--- src/status_pkg.sv ---
// constants, encodings and state types shared by the status and service-request logic
// assumes a single clock domain; nothing here holds state
package status_pkg;

  // register geometry
  localparam int          REG_W          = 8;
  localparam logic [7:0]  STATUS_RST     = 8'h00;
  localparam logic [7:0]  MASK_RST       = 8'h00;
  localparam logic [7:0]  COND_RST       = 8'h00;

  // condition register field
  localparam int          COND_SETTLED   = 2;

  // event status field positions
  localparam int          ST_SELFTEST    = 7;
  localparam int          ST_REQUEST     = 6;
  localparam int          ST_SYNTAX      = 5;
  localparam int          ST_MESSAGE     = 4;
  localparam int          ST_SETTLED     = 2;
  localparam int          ST_PARAM       = 0;

  // mask bits that take part in request generation (6, 3 and 1 have no function)
  localparam logic [7:0]  MASK_LIVE      = 8'hb5;

  // text answers
  localparam logic [7:0]  ASCII_ZERO     = 8'h30;
  localparam logic [7:0]  ASCII_ONE      = 8'h31;
  localparam int          NUM_DIGITS     = 3;
  localparam logic [4:0]  NUM_LAST_IDX   = 5'h02;

  // identification text; the value is arbitrary and names no real maker
  localparam int          ID_LEN         = 24;
  localparam int          ID_AW          = 5;
  localparam logic [4:0]  ID_LAST_IDX    = 5'h17;
  localparam logic [8*ID_LEN-1:0] ID_TEXT = "NEUTRAL,OPTSWITCH,0,0.01";

  // commands handed over by the parser
  typedef enum logic [2:0] {
    CMD_OPC_QUERY   = 3'h0,
    CMD_IDENT_QUERY = 3'h1,
    CMD_COND_QUERY  = 3'h2,
    CMD_STAT_QUERY  = 3'h3,
    CMD_STAT_CLEAR  = 3'h4,
    CMD_FULL_CLEAR  = 3'h5,
    CMD_MASK_WRITE  = 3'h6,
    CMD_NOP         = 3'h7
  } cmd_t;

  // answer streamer states
  typedef enum logic [3:0] {
    FS_IDLE  = 4'b0001,
    FS_FETCH = 4'b0010,
    FS_LOAD  = 4'b0100,
    FS_HOLD  = 4'b1000
  } fsm_t;

  // where the characters of an answer come from
  typedef enum logic [1:0] {
    SRC_CHAR = 2'h0,
    SRC_NUM  = 2'h1,
    SRC_ID   = 2'h2
  } src_t;

endpackage : status_pkg

--- src/text_if.sv ---
// carrier between the status top and its text helpers (identity store, decimal formatter)
// assumes all three sit on the same clock
`timescale 1ns/1ns
interface text_if;
  logic [status_pkg::ID_AW-1:0]             rom_addr;
  logic [7:0]                               rom_data;
  logic [status_pkg::REG_W-1:0]             fmt_value;
  logic [8*status_pkg::NUM_DIGITS-1:0]      fmt_digits;

  modport ctrl (output rom_addr, output fmt_value, input rom_data, input fmt_digits);
  modport rom  (input rom_addr, output rom_data);
  modport fmt  (input fmt_value, output fmt_digits);
endinterface : text_if

--- src/status_srq.sv ---
// status reporting and service-request logic of the optical switch
// assumes a parser that hands over decoded commands and error pulses, and a bus engine for polls
//
// How it works
// RL1: completion query answers 1 when all commands ran, else 0.
// RL2: identification query streams maker, series and firmware text.
// RL3: three eight-bit registers: condition, event status, request mask.
// RL4: condition bit 2 shows settled mechanism; all other bits read 0.
// RL5: condition query returns the condition value, 4 when settled.
// RL6: events set sticky status bits that stay until cleared.
// RL7: status layout 7,6,5,4,2,0 as events; bits 3 and 1 read 0.
// RL8: calibration error after power-up or self-check sets bit 7.
// RL9: parser syntax error in a mnemonic sets bit 5.
// RL10: a waiting response message sets bit 4.
// RL11: each rise of condition bit 2 sets status bit 2.
// RL12: out-of-range parameter sets bit 0.
// RL13: during power-up status is 0, poll only; afterwards only settled set.
// RL14: status clear and full clear zero the whole status register.
// RL15: status query clears register after answering only if bit 6 was set.
// RL16: unmasked status rise raises request and bit 6; mask 6,3,1 unused.
// RL17: first unmasked rise among several triggers the request.
// RL18: first poll after a request shows bit 6; later polls do not.
// RL19: after a status answer with bit 6 set, later queries return 0.
// RL20: mask clears at power-up, full clear and universal device clear.
// RL21: host acknowledges a request by serial poll or status query.
// RL22: host should clear status before a move to see only it.
// RL23: status query answers as a three-digit decimal number.
// RL24: mask write loads its parameter into the request mask.
// RL25: an event in the same cycle as a clear survives the clear.
`timescale 1ns/1ns
module status_srq (
  // clock and reset
  input  wire logic              mclk,
  input  wire logic              rst_n,
  // decoded commands from the parser
  input  wire logic              cmd_valid,
  input  wire status_pkg::cmd_t  cmd_code,
  input  wire logic [7:0]        cmd_param,
  output logic                   cmd_ready,
  input  wire logic              cmds_idle,
  // event sources
  input  wire logic              powerup_done,
  input  wire logic              mech_settled,
  input  wire logic              cal_error,
  input  wire logic              syntax_error,
  input  wire logic              param_error,
  input  wire logic              msg_waiting,
  // bus side
  input  wire logic              poll_req,
  input  wire logic              device_clear,
  output logic                   poll_valid,
  output logic [7:0]             poll_data,
  output logic                   srq,
  // answer characters toward the output buffer
  output logic                   resp_valid,
  output logic [7:0]             resp_data,
  output logic                   resp_last,
  input  wire logic              resp_ready
);

  typedef struct packed {
    status_pkg::fsm_t fsm;
    status_pkg::src_t src;
    logic [7:0]       cond;
    logic [7:0]       status;
    logic [7:0]       mask;
    logic             settled_q;
    logic             pu_done_q;
    logic [7:0]       num_value;
    logic [7:0]       one_char;
    logic [4:0]       idx;
    logic             cmd_ready;
    logic             resp_valid;
    logic [7:0]       resp_data;
    logic             resp_last;
    logic             poll_valid;
    logic [7:0]       poll_data;
  } top_state_t;

  top_state_t st;
  top_state_t next_st;

  text_if tx ();

  id_rom u_id_rom (
    .mclk  (mclk),
    .rst_n (rst_n),
    .tx    (tx.rom)
  );

  dec3_format u_dec3_format (
    .mclk  (mclk),
    .rst_n (rst_n),
    .tx    (tx.fmt)
  );

  // helpers see the index and the captured value straight from state
  assign tx.rom_addr  = st.idx;
  assign tx.fmt_value = st.num_value;

  always_comb
  begin
    logic       take;
    logic       clear_all;
    logic       clear_req;
    logic [7:0] events;
    logic [7:0] base;
    logic [7:0] rises;
    logic [7:0] pick;
    logic       last;
    take      = cmd_valid && st.cmd_ready;
    clear_all = 1'b0;
    clear_req = 1'b0;
    events    = 8'h00;
    pick      = 8'h00;
    last      = 1'b0;
    base      = 8'h00;
    rises     = 8'h00;
    next_st   = st;
    next_st.poll_valid = 1'b0;

    // condition register follows the mechanism; unused bits stay 0
    next_st.cond = status_pkg::COND_RST;
    next_st.cond[status_pkg::COND_SETTLED] = mech_settled; // RL4
    next_st.settled_q = st.cond[status_pkg::COND_SETTLED];
    next_st.pu_done_q = powerup_done;

    // event sources; bits 3 and 1 have no source and stay 0
    events[status_pkg::ST_SELFTEST] = cal_error; // RL8
    events[status_pkg::ST_SYNTAX]   = syntax_error; // RL9
    events[status_pkg::ST_MESSAGE]  = msg_waiting; // RL10
    events[status_pkg::ST_SETTLED]  = st.cond[status_pkg::COND_SETTLED] && !st.settled_q; // RL11
    events[status_pkg::ST_PARAM]    = param_error; // RL12

    // bus poll: report bit 6 once, then drop it as the acknowledge
    if (poll_req)
    begin
      next_st.poll_valid = 1'b1;
      next_st.poll_data  = st.status; // RL18
      clear_req          = 1'b1; // RL21
    end

    if (take)
    begin
      unique case (cmd_code)
        status_pkg::CMD_OPC_QUERY:
        begin
          next_st.src      = status_pkg::SRC_CHAR;
          next_st.one_char = cmds_idle ? status_pkg::ASCII_ONE : status_pkg::ASCII_ZERO; // RL1
          next_st.idx      = 5'h00;
          next_st.fsm      = status_pkg::FS_FETCH;
        end
        status_pkg::CMD_IDENT_QUERY:
        begin
          next_st.src = status_pkg::SRC_ID; // RL2
          next_st.idx = 5'h00;
          next_st.fsm = status_pkg::FS_FETCH;
        end
        status_pkg::CMD_COND_QUERY:
        begin
          next_st.src       = status_pkg::SRC_NUM;
          next_st.num_value = st.cond; // RL5
          next_st.idx       = 5'h00;
          next_st.fsm       = status_pkg::FS_FETCH;
        end
        status_pkg::CMD_STAT_QUERY:
        begin
          next_st.src       = status_pkg::SRC_NUM;
          next_st.num_value = st.status; // RL23
          next_st.idx       = 5'h00;
          next_st.fsm       = status_pkg::FS_FETCH;
          clear_all         = st.status[status_pkg::ST_REQUEST]; // RL15 RL19 RL21
        end
        status_pkg::CMD_STAT_CLEAR:
        begin
          clear_all = 1'b1; // RL14
        end
        status_pkg::CMD_FULL_CLEAR:
        begin
          clear_all    = 1'b1; // RL14
          next_st.mask = status_pkg::MASK_RST; // RL20
        end
        status_pkg::CMD_MASK_WRITE:
        begin
          next_st.mask = cmd_param; // RL24
        end
        status_pkg::CMD_NOP:
        begin
          next_st.mask = st.mask;
        end
      endcase
    end

    if (device_clear)
      next_st.mask = status_pkg::MASK_RST; // RL20

    // clears act on the old contents; new events are merged afterwards so they survive
    base = clear_all ? status_pkg::STATUS_RST : st.status; // RL14
    if (clear_req)
      base[status_pkg::ST_REQUEST] = 1'b0; // RL18
    rises = events & ~base & st.mask & status_pkg::MASK_LIVE; // RL16
    next_st.status = base | events; // RL6 RL25
    // a pending request is not re-raised, so only the first rise counts
    if (|rises && !base[status_pkg::ST_REQUEST])
      next_st.status[status_pkg::ST_REQUEST] = 1'b1; // RL16 RL17
    next_st.status[3] = 1'b0; // RL7
    next_st.status[1] = 1'b0; // RL7

    // power-up: hold zero, then leave only the settled bit
    if (!powerup_done)
      next_st.status = status_pkg::STATUS_RST; // RL13
    else if (!st.pu_done_q)
    begin
      next_st.status = status_pkg::STATUS_RST;
      next_st.status[status_pkg::ST_SETTLED] = 1'b1; // RL13
    end

    // answer streamer: one character per fetch, load and hold round
    unique case (st.fsm)
      status_pkg::FS_IDLE:
      begin
        next_st.resp_valid = 1'b0;
      end
      status_pkg::FS_FETCH:
      begin
        next_st.fsm = status_pkg::FS_LOAD;
      end
      status_pkg::FS_LOAD:
      begin
        unique case (st.src)
          status_pkg::SRC_CHAR:
          begin
            pick = st.one_char;
            last = 1'b1;
          end
          status_pkg::SRC_NUM:
          begin
            pick = tx.fmt_digits[8*(status_pkg::NUM_DIGITS-1-int'(st.idx)) +: 8]; // RL23
            last = (st.idx == status_pkg::NUM_LAST_IDX);
          end
          status_pkg::SRC_ID:
          begin
            pick = tx.rom_data; // RL2
            last = (st.idx == status_pkg::ID_LAST_IDX);
          end
          default:
          begin
            pick = 8'h00;
            last = 1'b1;
          end
        endcase
        next_st.resp_valid = 1'b1;
        next_st.resp_data  = pick;
        next_st.resp_last  = last;
        next_st.fsm        = status_pkg::FS_HOLD;
      end
      status_pkg::FS_HOLD:
      begin
        // the output buffer may stall us; the character stands until taken
        if (resp_ready)
        begin
          next_st.resp_valid = 1'b0;
          if (st.resp_last)
            next_st.fsm = status_pkg::FS_IDLE;
          else
          begin
            next_st.idx = st.idx + 5'h01;
            next_st.fsm = status_pkg::FS_FETCH;
          end
        end
      end
      default:
      begin
        next_st.fsm        = status_pkg::FS_IDLE;
        next_st.resp_valid = 1'b0;
      end
    endcase

    // commands are refused while powering up and while an answer streams out
    next_st.cmd_ready = (next_st.fsm == status_pkg::FS_IDLE) && powerup_done; // RL13
  end

  always_ff @(posedge mclk or negedge rst_n)
  begin
    if (!rst_n)
    begin
      st        <= '0;
      st.fsm    <= status_pkg::FS_IDLE;
      st.src    <= status_pkg::SRC_CHAR;
      st.status <= status_pkg::STATUS_RST;
      st.mask   <= status_pkg::MASK_RST; // RL20
      st.cond   <= status_pkg::COND_RST;
    end
    else
      st <= next_st; // RL3
  end

  assign cmd_ready  = st.cmd_ready;
  assign poll_valid = st.poll_valid;
  assign poll_data  = st.poll_data;
  assign srq        = st.status[status_pkg::ST_REQUEST]; // RL16
  assign resp_valid = st.resp_valid;
  assign resp_data  = st.resp_data;
  assign resp_last  = st.resp_last;

endmodule : status_srq

--- src/id_rom.sv ---
// identification text store, one character per address, read data registered
// assumes the address is held stable for the cycle before the data is used
`timescale 1ns/1ns
module id_rom (
  // clock and reset
  input  wire logic mclk,
  input  wire logic rst_n,
  // lookup
  text_if.rom       tx
);

  typedef struct packed {
    logic [7:0] data;
  } rom_state_t;

  rom_state_t st;
  rom_state_t next_st;

  always_comb
  begin
    next_st = st;
    if (int'(tx.rom_addr) < status_pkg::ID_LEN)
      next_st.data = status_pkg::ID_TEXT[8*(status_pkg::ID_LEN-1-int'(tx.rom_addr)) +: 8]; // RL2
    else
      next_st.data = 8'h00;
  end

  always_ff @(posedge mclk or negedge rst_n)
  begin
    if (!rst_n)
      st <= '0;
    else
      st <= next_st;
  end

  assign tx.rom_data = st.data;

endmodule : id_rom

--- src/dec3_format.sv ---
// eight-bit value to three ascii decimal digits, hundreds first, registered
// assumes the value is held for one cycle before the digits are used
`timescale 1ns/1ns
module dec3_format (
  // clock and reset
  input  wire logic mclk,
  input  wire logic rst_n,
  // conversion
  text_if.fmt       tx
);

  typedef struct packed {
    logic [8*status_pkg::NUM_DIGITS-1:0] digits;
  } fmt_state_t;

  fmt_state_t st;
  fmt_state_t next_st;

  always_comb
  begin
    logic [7:0] hund;
    logic [7:0] tens;
    logic [7:0] ones;
    hund = tx.fmt_value / 8'h64;
    tens = (tx.fmt_value / 8'h0a) % 8'h0a;
    ones = tx.fmt_value % 8'h0a;
    next_st = st;
    next_st.digits = {status_pkg::ASCII_ZERO + hund,
                      status_pkg::ASCII_ZERO + tens,
                      status_pkg::ASCII_ZERO + ones}; // RL23
  end

  always_ff @(posedge mclk or negedge rst_n)
  begin
    if (!rst_n)
      st <= '0;
    else
      st <= next_st;
  end

  assign tx.fmt_digits = st.digits;

endmodule : dec3_format

--- config.mk ---
export PLATFORM = sky130hd
export DESIGN_NAME = status_srq
export DESIGN_NICKNAME = d
export VERILOG_FILES = /design/src/status_pkg.sv /design/src/text_if.sv /design/src/status_srq.sv /design/src/id_rom.sv /design/src/dec3_format.sv
export SDC_FILE = /design/constraint.sdc
export NUM_CORES = 1
export LEC_CHECK = 0
export BUFFER_PORTS_ARGS = -buffer_cell sky130_fd_sc_hd__buf_2
export CAP_MARGIN = 40
export CORE_ASPECT_RATIO = 1.75
export CORE_UTILIZATION = 45
export CTS_BUF_LIST = sky130_fd_sc_hd__clkbuf_4
export CTS_CLUSTER_DIAMETER = 60
export DETAILED_ROUTE_END_ITERATION = 7
export PLACE_DENSITY = 0.72
export SKIP_LAST_GASP = 1
export SLEW_MARGIN = 25
export SYNTH_ARGS = -nofsm -noshare
export SYNTH_HDL_FRONTEND = slang
export SYNTH_SLANG_ARGS = --single-unit
--- constraint.sdc ---
create_clock -name mclk -period 5.9 [get_ports mclk]
set_clock_uncertainty 0.1 [all_clocks]
set_input_delay 0.59 -clock mclk [delete_from_list [all_inputs] [get_ports mclk]]
set_output_delay 0.59 -clock mclk [all_outputs]
set_load 0.02 [all_outputs]
==> results of run 1 <==
-- per-stage QoR --
step	cells	hold slack (ns)	power (mW)
2_1_floorplan	531	0.194	0.749
3_3_place_gp	667	0.329	0.802
3_5_place_dp	668	0.350	0.813
4_1_cts	685	0.126	1.14
5_1_grt	689	0.137	1.19
6_report	689	0.158	1.13
-- area by class of cell --
cell class | instances | area, um2 | area share
multi-input cells | 389 | 2580 | 0.494
flip-flops and latches | 76 | 1910 | 0.364
repair buffers | 56 | 345 | 0.0660
well taps | 127 | 159 | 0.0304
inverters | 24 | 95.1 | 0.0182
clock inverters | 7 | 75.1 | 0.0143
clock buffers | 9 | 67.6 | 0.0129
diodes | 1 | 2.50 | 0.000478
-- worst min-delay path by stage --
| stage | end | from | slack [ns] | cells past startpoint |
|---|---|---|---|---|
| floorplan | cmd_ready | rst_n | 0.19 | 0 |
| global placement | st[42] | next_st[42] | 0.33 | 0 |
| detailed placement | st[42] | next_st[42] | 0.35 | 0 |
| CTS | next_st[42] | mech_settled | 0.13 | 1 |
| global route | next_st[42] | mech_settled | 0.14 | 1 |
| finish | next_st[42] | mech_settled | 0.16 | 1 |
-- cell families (layout without fill, tap and decap cells) --
kind of cell	Yosys count	in the layout
other	2	4
adder cells (fa/ha/maj)	23	23
AO/OA/AOI/OAI	152	152
AND/OR/NAND/NOR	180	180
buffers and inverters	66	96
flip-flops	76	76
multiplexers	19	19
XOR/XNOR	12	12
-- timing repair --
action | in CTS | in global routing
resized for setup | 0 | 9
endpoints found under the hold margin | 20 | 0
buffers inserted | 0 | 2
setup endpoints to repair | 0 | 3
hold buffers | 1 | 0
-- power by group --
part	internal [mW]	switching [mW]	total, mW	leakage, nW
sequential	0.558	0.0245	0.583	0.978
clock	0.131	0.192	0.324	0.0706
combinational	0.0926	0.131	0.224	1.28
-- worst reg2reg max path, stage by stage (launching register included) --
cell,delay [ns]
dfrtp_2,0.46
inv_4,0.08
ha_4,0.19
or4b_1,0.51
o2111ai_1,0.13
o21ai_2,0.10
ha_2,0.18
or3_1,0.43
buf_4,0.20
o211ai_4,0.17
nor3b_4,0.34
inv_1,0.13
nor2_1,0.10
a21oi_1,0.06
ha_2,0.23
nor3b_2,0.18
or4b_4,0.49
o21ai_4,0.10
and2_1,0.19
o21ai_1,0.13
ha_1,0.23
nor2b_1,0.15
o21ai_0,0.09
o2bb2ai_1,0.14
ha_1,0.20
xnor2_1,0.12
-- state kept, by name (all words and copies together) (netlist names) --
name / count
resp_last: 1
next_st: 1
u_id_rom.tx.rom_data: 7
resp_valid: 1
st: 20
poll_valid: 1
cmd_ready: 1
tx.fmt_value: 6
poll_data: 6
tx.rom_addr: 5
resp_data: 8
u_dec3_format.tx.fmt_digits: 18
srq: 1
-- Yosys cell counts, drive strengths merged, types with 3 or more instances --
cell,instances
nand2b,9
nand3,15
o22ai,3
xnor2,10
nand2,65
a22o,5
a21oi,36
a22oi,5
o211ai,4
nand4,3
o21a,3
or3,4
o2111ai,3
a211oi,8
a31oi,6
dfrtp,75
nor3b,4
nor4,4
ha,23
a222oi,3
nor2,41
and3,4
o21ai,46
a21o,6
o41ai,3
nor3,8
mux2i,11
inv,24
nor2b,5
mux2,8
buf,25
or2,6
clkbuf,17
-- layer usage --
layer  vias to the layer above  GRT usage  wire [um]
met4                         0      0.120        472
li1                       1940          -          -
met3                        42     0.0257        344
met1                      1875      0.211       4020
met2                       103      0.385       6060
met5                         -          0          0
==> impl_metrics.env, run 1 <==
export IMPL_cts_clk_slew_worst_paths_ns=0.12
export IMPL_setup_slack_ns=0.364
export IMPL_yosysSeqAreaShare=0.398
export IMPL_grt_usage=0.206
export IMPL_num_nets_final=603
export IMPL_detail_route_antenna_nets=0
export IMPL_yosys_area_share_simple=0.186
export IMPL_drive_above_1_share=0.196
export IMPL_die_x_um=79.9
export IMPL_area_growth_pct=9.59
export IMPL_fin_crit_ns=5.54
export IMPL_setup_worst_path_start="tx.fmt_value[4]"
export IMPL_initial_core_util=0.464
export IMPL_drt_total_wl_mm=10.9
export IMPL_power_density_nw_per_um2=216
export IMPL_cp_start_kind="register"
export IMPL_reg2reg_from="tx.fmt_value[4]"
export IMPL_fin_util=0.508
export IMPL_drtIter0Drc=258
export IMPL_syn_instance_count=530
export IMPL_setup_tns_final_ns=0
export IMPL_cp_arrival_ns=5.76
export IMPL_grt_overflow=0
export IMPL_yosysWarnings=0
export IMPL_synth_xor_area_share=0.0220
export IMPL_fin_area_um2=5230
export IMPL_slowest_stage="or4b_1"
export IMPL_grt_first_pass_wirelength_mm=17.9
export IMPL_vias=3960
export IMPL_crit_end="u_dec3_format.tx.fmt_digits[14]"
export IMPL_path_depth=25
export IMPL_worst_slew_pin_slew_ns=0.677
export IMPL_dpl_instance_area_um2=5030
export IMPL_synth_top_cell_by_area="dfrtp_1"
export IMPL_slew_viol_final=0
export IMPL_hold_path_class="in -> reg"
export IMPL_fill_cells=960
export IMPL_synth_top_family_by_area="compound AO/OA/AOI/OAI gates"
export IMPL_dp_slack_ns=0.189
export IMPL_clock_sinks=76
export IMPL_synthAdderAreaFrac=0.0603
export IMPL_maxSlewHeadroom=0.537
export IMPL_layout_common_cells="73 x dfrtp_1, 65 x nand2_1, 41 x o21ai_0, 41 x nor2_1, 38 x buf_2"
export IMPL_cts_max_level=3
export IMPL_synth_compound_area_frac=0.216
export IMPL_netlist_area_um2=4780
export IMPL_worstReg2RegEnd="u_dec3_format.tx.fmt_digits[14]"
export IMPL_dieArea_um2=11000
export IMPL_yosysUniqueCellTypes=74
export IMPL_avgSynthCellArea_um2=9.01
export IMPL_numPortBuffers=39
export IMPL_synth_edf_count=0
export IMPL_critical_path_max_fanout=8
export IMPL_crit_type="reg -> reg"
export IMPL_wire_per_inst_um=15.8
export IMPL_worst_path_buf_inv=3
export IMPL_core_area_um2=10300
export IMPL_die_y_um=138
export IMPL_cts_buffers=9
export IMPL_hold_viol=0
export IMPL_drcViolationCount=0
export IMPL_synth_area_mux_share=0.0427
export IMPL_layout_cells_most_common="dfrtp_1"
export IMPL_yosys_most_used_dff="dfrtp_1"
export IMPL_async_flop_share=1.00
export IMPL_yosys_top_cells_area="dfrtp_1 39%, ha_1 6.0%, nand2_1 5.1%"
export IMPL_outcome="finished clean"
export IMPL_routabilityCongestion=0.847
export IMPL_num_rows=49
export IMPL_synth_seq_cells=76
export IMPL_clockBufferDepth=2
export IMPL_worst_ep_required_time_ns=6.12
export IMPL_p_leak_nw=2.33
export IMPL_rr_worst_depth=25
export IMPL_cp_top_family="simple AND/OR/NAND/NOR gates"
export IMPL_worst_r2r_setup_slack_ns=0.36
export IMPL_tritoncts="built"
export IMPL_insertion_delay_ns=0.44
export IMPL_max_freq_ghz=0.181
export IMPL_worst_ir_drop_vdd_uv=122
export IMPL_grt_max_degree=57
export IMPL_grt_pass1_vias=3823
export IMPL_hpwlAfterDp_mm=8.36
export IMPL_via_per_inst=5.75
export IMPL_ios=45
export IMPL_setup_viol=0
export IMPL_antenna_found_initial=1
export IMPL_dr_pass1_iters=5
export IMPL_synth_top_area_frac=0.393
export IMPL_drv_cap=0
export IMPL_slowest_delay_ns=0.51
export IMPL_clockRootBuffer="clkbuf_4"
export IMPL_setup_worst_path_end_class="register"
export IMPL_finalCritPeriodShare=0.938
export IMPL_rsz0062_at_grt="no"
Power figures use the tool's default switching activity.
==> inputs of run 2 (changes only) <==
--- a/config.mk
+++ b/config.mk
@@ -7,12 +7,13 @@
 export LEC_CHECK = 0
 export BUFFER_PORTS_ARGS = -buffer_cell sky130_fd_sc_hd__buf_2
 export CAP_MARGIN = 40
-export CORE_ASPECT_RATIO = 1.75
-export CORE_UTILIZATION = 45
+export CELL_PAD_IN_SITES_DETAIL_PLACEMENT = 1
+export CELL_PAD_IN_SITES_GLOBAL_PLACEMENT = 2
+export CORE_UTILIZATION = 35
 export CTS_BUF_LIST = sky130_fd_sc_hd__clkbuf_4
 export CTS_CLUSTER_DIAMETER = 60
 export DETAILED_ROUTE_END_ITERATION = 7
-export PLACE_DENSITY = 0.72
+export PLACE_DENSITY = 0.85
 export SKIP_LAST_GASP = 1
 export SLEW_MARGIN = 25
 export SYNTH_ARGS = -nofsm -noshare
==> impl_metrics.env, run 2 (synthesized netlist as in run 1, its figures left out) <==
export IMPL_min_delay_start="mech_settled"
export IMPL_fin_cells=741
export IMPL_num_rows=42
export IMPL_area_growth_pct=11.7
export IMPL_met2_usage=0.292
export IMPL_grt_pass1_vias=4109
export IMPL_crit_type="reg -> reg"
export IMPL_slowest_delay_ns=0.53
export IMPL_hold_depth=1
export IMPL_cp_top_family="simple AND/OR/NAND/NOR gates"
export IMPL_die_x_um=119
export IMPL_drive_above_1_share=0.200
export IMPL_cp_arrival_ns=5.79
export IMPL_clock_sinks=76
export IMPL_cts_clk_slew_worst_paths_ns=0.12
export IMPL_antenna_found_initial=1
export IMPL_initial_core_util=0.359
export IMPL_slowest_stage="or4b_1"
export IMPL_layout_cells_most_common="dfrtp_1"
export IMPL_core_area_um2=13300
export IMPL_via_per_inst=5.38
export IMPL_regMostFlops="st"
export IMPL_setup_worst_path_start="tx.fmt_value[4]"
export IMPL_ios=45
export IMPL_maxSlewHeadroom=0.475
export IMPL_finalCritPeriodShare=0.944
export IMPL_dr_pass1_iters=4
export IMPL_grt_first_pass_wirelength_mm=20.4
export IMPL_setup_tns_final_ns=0
export IMPL_drtIter0Drc=201
export IMPL_dieArea_um2=14100
export IMPL_path_common_cell="ha_1"
export IMPL_grt_busiest_layer="met2"
export IMPL_met1_usage=0.242
export IMPL_cts_buffers=9
export IMPL_clockBufferDepth=2
export IMPL_rr_worst_depth=25
export IMPL_max_freq_ghz=0.180
export IMPL_grtUsageMet3=0.0225
export IMPL_layout_common_cells="71 x dfrtp_1, 65 x nand2_1, 41 x o21ai_0, 41 x nor2_1, 38 x buf_2"
export IMPL_power_density_nw_per_um2=221
export IMPL_worst_ep_required_time_ns=6.12
export IMPL_grt_usage=0.179
export IMPL_numPortBuffers=39
export IMPL_setup_viol=0
export IMPL_cts_max_level=3
export IMPL_worst_path_buf_inv=3
export IMPL_tritoncts="built"
export IMPL_grt_overflow=0
export IMPL_detail_route_antenna_nets=0
export IMPL_vias=3986
export IMPL_dpl_cell_count=719
export IMPL_hold_path_class="in -> reg"
export IMPL_routabilityCongestion=0.828
export IMPL_drt_total_wl_mm=11.9
export IMPL_path_depth=25
export IMPL_worst_ir_drop_vdd_uv=84.9
export IMPL_insertion_delay_ns=0.43
export IMPL_fin_crit_ns=5.57
export IMPL_hold_viol=0
export IMPL_wire_per_inst_um=16.1
export IMPL_reg2reg_from="tx.fmt_value[4]"
export IMPL_slew_viol_final=0
export IMPL_num_nets_final=606
export IMPL_largest_reg_flops=20
export IMPL_critical_path_max_fanout=8
export IMPL_p_leak_nw=2.36
export IMPL_clockRootBuffer="clkbuf_4"
export IMPL_drcViolationCount=0
export IMPL_setup_worst_path_end_class="register"
export IMPL_die_y_um=119
export IMPL_drv_cap=0
export IMPL_cp_start_kind="register"
export IMPL_worst_slew_pin_slew_ns=0.787
export IMPL_hpwlAfterDp_mm=9.13
export IMPL_grt_max_degree=53
export IMPL_outcome="finished clean"
-- run 2: cell types whose count changed in the layout (fill, tap and decap cells not counted), sizes merged --
cell    before  now
buf         54   57
bufinv       1    2
clkbuf      10   11
clkinv       2    1
inv         26   25
-- run 2: worst paths after layout --
path | end | slack, ns
max reg2reg | u_dec3_format.tx.fmt_digits[14] | 0.33
min | next_st[42] | 0.17
max in group asynchronous | tx.fmt_value[5] | 4.62
min reg2reg | st[42] | 0.35
min in group asynchronous | resp_valid | 0.50
max | u_dec3_format.tx.fmt_digits[14] | 0.33
-- run 2: repair_timing --
item / 4_1_cts / 5_1_grt
hold buffers: 1 / 0
setup endpoints to repair: 0 / 4
gates resized for setup: 0 / 9
buffers inserted: 0 / 3
hold endpoints to repair: 23 / 0
-- run 2: area by class of cell --
class                           count  area [um2]
Antenna cell                        1        2.50
Clock buffer                       10        75.1
Clock inverter                      6        87.6
Fill cell                        1571        7960
Inverter                           24        95.1
Multi-Input combinational cell    389        2580
Sequential cell                    76        1910
Tap cell                          176         220
Timing Repair Buffer               59         368
-- run 2: layer usage --
| layer | vias to the layer above | part of all wire |
|---|---|---|
| li1 | 1944 | - |
| met1 | 1975 | 0.47 |
| met2 | 52 | 0.48 |
| met3 | 15 | 0.026 |
| met4 | 0 | 0.019 |
| met5 | - | 0 |
-- run 2: metrics by stage --
stage	util	setup slack (ns)	hold slack, ns	power [mW]	cell area (um2)
2_1_floorplan	-	0.00872	0.194	0.749	4810
3_3_place_gp	0.382	0.285	0.323	0.811	5080
3_5_place_dp	0.384	0.0685	0.329	0.823	5100
4_1_cts	0.397	0.0190	0.135	1.19	5280
5_1_grt	0.401	-0.00126	0.133	1.24	5340
6_report	0.401	0.331	0.165	1.18	5340
-- run 2: where the power goes --
part	total [mW]	switching, mW	internal [mW]
logic	0.231	0.137	0.0937
clock network	0.364	0.187	0.177
registers	0.584	0.0260	0.558
==> inputs of run 3 (changes only) <==
--- a/config.mk
+++ b/config.mk
@@ -9,11 +9,11 @@
 export CAP_MARGIN = 40
 export CELL_PAD_IN_SITES_DETAIL_PLACEMENT = 1
 export CELL_PAD_IN_SITES_GLOBAL_PLACEMENT = 2
-export CORE_UTILIZATION = 35
-export CTS_BUF_LIST = sky130_fd_sc_hd__clkbuf_4
+export CORE_UTILIZATION = 34
+export CTS_BUF_LIST = sky130_fd_sc_hd__clkbuf_16
 export CTS_CLUSTER_DIAMETER = 60
 export DETAILED_ROUTE_END_ITERATION = 7
-export PLACE_DENSITY = 0.85
+export PLACE_DENSITY = 0.83
 export SKIP_LAST_GASP = 1
 export SLEW_MARGIN = 25
 export SYNTH_ARGS = -nofsm -noshare
==> impl_metrics.env, run 3 (synthesized netlist as in run 1, its figures left out) <==
export IMPL_hold_worst_slack_ns=0.0731
export IMPL_num_nets_final=602
export IMPL_finalCritPeriodShare=0.942
export IMPL_cp_arrival_ns=5.67
export IMPL_outcome="finished clean"
export IMPL_hold_buffers=0
export IMPL_drt_total_wl_mm=12.4
export IMPL_p_seq_frac=0.392
export IMPL_dpl_cell_count=717
export IMPL_dp_slack_ns=0.0200
export IMPL_diodes=0
export IMPL_die_y_um=121
export IMPL_routabilityCongestion=0.830
export IMPL_drtIter0Drc=195
export IMPL_power_mw=1.49
export IMPL_dieArea_um2=14500
export IMPL_p_leak_nw=2.44
export IMPL_initial_core_util=0.355
export IMPL_cts_max_level=3
export IMPL_fin_util=0.411
export IMPL_critical_path_max_fanout=8
export IMPL_drive_above_1_share=0.198
export IMPL_tritoncts="built"
export IMPL_setup_viol=0
export IMPL_grt_overflow=0
export IMPL_power_density_nw_per_um2=270
export IMPL_cts_clk_slew_worst_paths_ns=0.06
export IMPL_hpwlAfterDp_mm=9.20
export IMPL_setup_slack_ns=0.345
export IMPL_vias=4004
export IMPL_fin_crit_ns=5.56
export IMPL_antenna_found_initial=0
export IMPL_cts_buffers=9
export IMPL_core_area_um2=13500
export IMPL_clockBufferDepth=2
export IMPL_maxSlewHeadroom=0.441
export IMPL_p_switching_mw=0.384
export IMPL_grt_pass1_vias=4101
export IMPL_slew_viol_final=0
export IMPL_setup_tns_final_ns=0
export IMPL_cp_start_kind="register"
export IMPL_swShare=0.257
export IMPL_max_freq_ghz=0.180
export IMPL_die_x_um=121
export IMPL_rsz0062_at_grt="no"
export IMPL_via_per_inst=5.44
export IMPL_drv_cap=0
export IMPL_dr_pass1_iters=4
export IMPL_clock_sinks=76
export IMPL_fin_cells=736
export IMPL_crit_type="reg -> reg"
export IMPL_dpl_instance_area_um2=5090
export IMPL_ios=45
export IMPL_largest_reg_flops=20
export IMPL_clockPowerShare=0.450
export IMPL_detail_route_antenna_nets=0
export IMPL_grt_first_pass_wirelength_mm=20.5
export IMPL_layout_common_cells="74 x dfrtp_1, 65 x nand2_1, 41 x o21ai_0, 41 x nor2_1, 38 x buf_2"
export IMPL_layout_cells_most_common="dfrtp_1"
export IMPL_setup_worst_path_end_class="register"
export IMPL_p_int_mw=1.11
export IMPL_area_growth_pct=15.7
export IMPL_worst_ir_drop_vdd_uv=128
export IMPL_worst_ep_required_time_ns=6.01
export IMPL_fin_area_um2=5530
export IMPL_grt_max_degree=51
export IMPL_numPortBuffers=39
export IMPL_worst_slew_pin_slew_ns=0.828
export IMPL_combPwrFrac=0.158
export IMPL_hold_viol=0
export IMPL_drcViolationCount=0
export IMPL_num_rows=42
export IMPL_insertion_delay_ns=0.33
export IMPL_wire_per_inst_um=16.8
export IMPL_regMostFlops="st"
export IMPL_fill_cells=1568
export IMPL_clockRootBuffer="clkbuf_16"
export IMPL_hold_path_class="in -> async"
export IMPL_grt_usage=0.179
-- run 3: cell types whose count changed in the layout (fill, tap and decap cells not counted), moves of 2 or more --
cell / change
clkbuf_4: -10
bufinv_16: +2
dfrtp_1: +3
dfrtp_2: -3
buf_4: -3
clkbuf_16: +9
-- run 3: area by class of cell --
type / instances / area, um2 / area share
well taps: 176 / 220 / 0.0399
multi-input cells: 389 / 2610 / 0.471
inverters: 24 / 95.1 / 0.0172
clock buffers: 9 / 225 / 0.0408
flip-flops and latches: 76 / 1900 / 0.345
clock inverters: 7 / 140 / 0.0254
repair buffers: 55 / 335 / 0.0607
-- run 3: path summary, 6_finish.rpt --
check	startpoint	end	slack, ns	depth (start not counted)
max	tx.fmt_value[4]	u_dec3_format.tx.fmt_digits[14]	0.34	25
min in group mclk	mech_settled	next_st[42]	0.28	1
min reg2reg	next_st[42]	st[42]	0.33	0
max in group asynchronous	rst_n	st[69]	5.00	2
max reg2reg	tx.fmt_value[4]	u_dec3_format.tx.fmt_digits[14]	0.34	25
min	rst_n	tx.rom_addr[3]	0.07	1
-- run 3: worst max-delay path, cell delays in order, from the launching register on --
cell and delay [ns]:
dfrtp_2 0.42, inv_4 0.08, ha_4 0.19, or4b_1 0.55, o2111ai_2 0.13, o21ai_4 0.14, ha_1 0.22, or3_4 0.41
inv_4 0.08, ha_1 0.26, nor3b_4 0.28, nor3b_4 0.09, inv_1 0.11, a21oi_1 0.10, ha_2 0.23, nor3b_2 0.18
or4b_4 0.49, o21ai_4 0.10, and2_1 0.19, o21ai_1 0.13, ha_1 0.22, nor2b_1 0.16, o21ai_0 0.10, o2bb2ai_1 0.15
ha_1 0.21, xnor2_1 0.13
-- run 3: repair_timing --
item | CTS | global route
buffers inserted | 1 | 1
gates resized for setup | 0 | 11
endpoints found under the hold margin | 0 | 0
setup endpoints to repair | 1 | 3
pin swaps | 1 | 2
-- run 3: metal layers --
layer / track usage / part of all wire / up-vias
li1: - / - / 1925
met1: 0.238 / 0.48 / 2020
met2: 0.299 / 0.49 / 49
met3: 0.0236 / 0.021 / 10
met4: 0.0610 / 0.014 / 0
met5: 0 / 0 / -
-- run 3: power groups by stage --
| stage | registers [mW] | clock network [mW] | logic (mW) |
|---|---|---|---|
| 6_report | 0.585 | 0.671 | 0.236 |
| 5_1_grt | 0.590 | 0.703 | 0.262 |
| 4_1_cts | 0.585 | 0.682 | 0.234 |
| 3_5_place_dp | 0.594 | 0 | 0.230 |
| 3_3_place_gp | 0.593 | 0 | 0.217 |
| 2_1_floorplan | 0.585 | 0 | 0.164 |
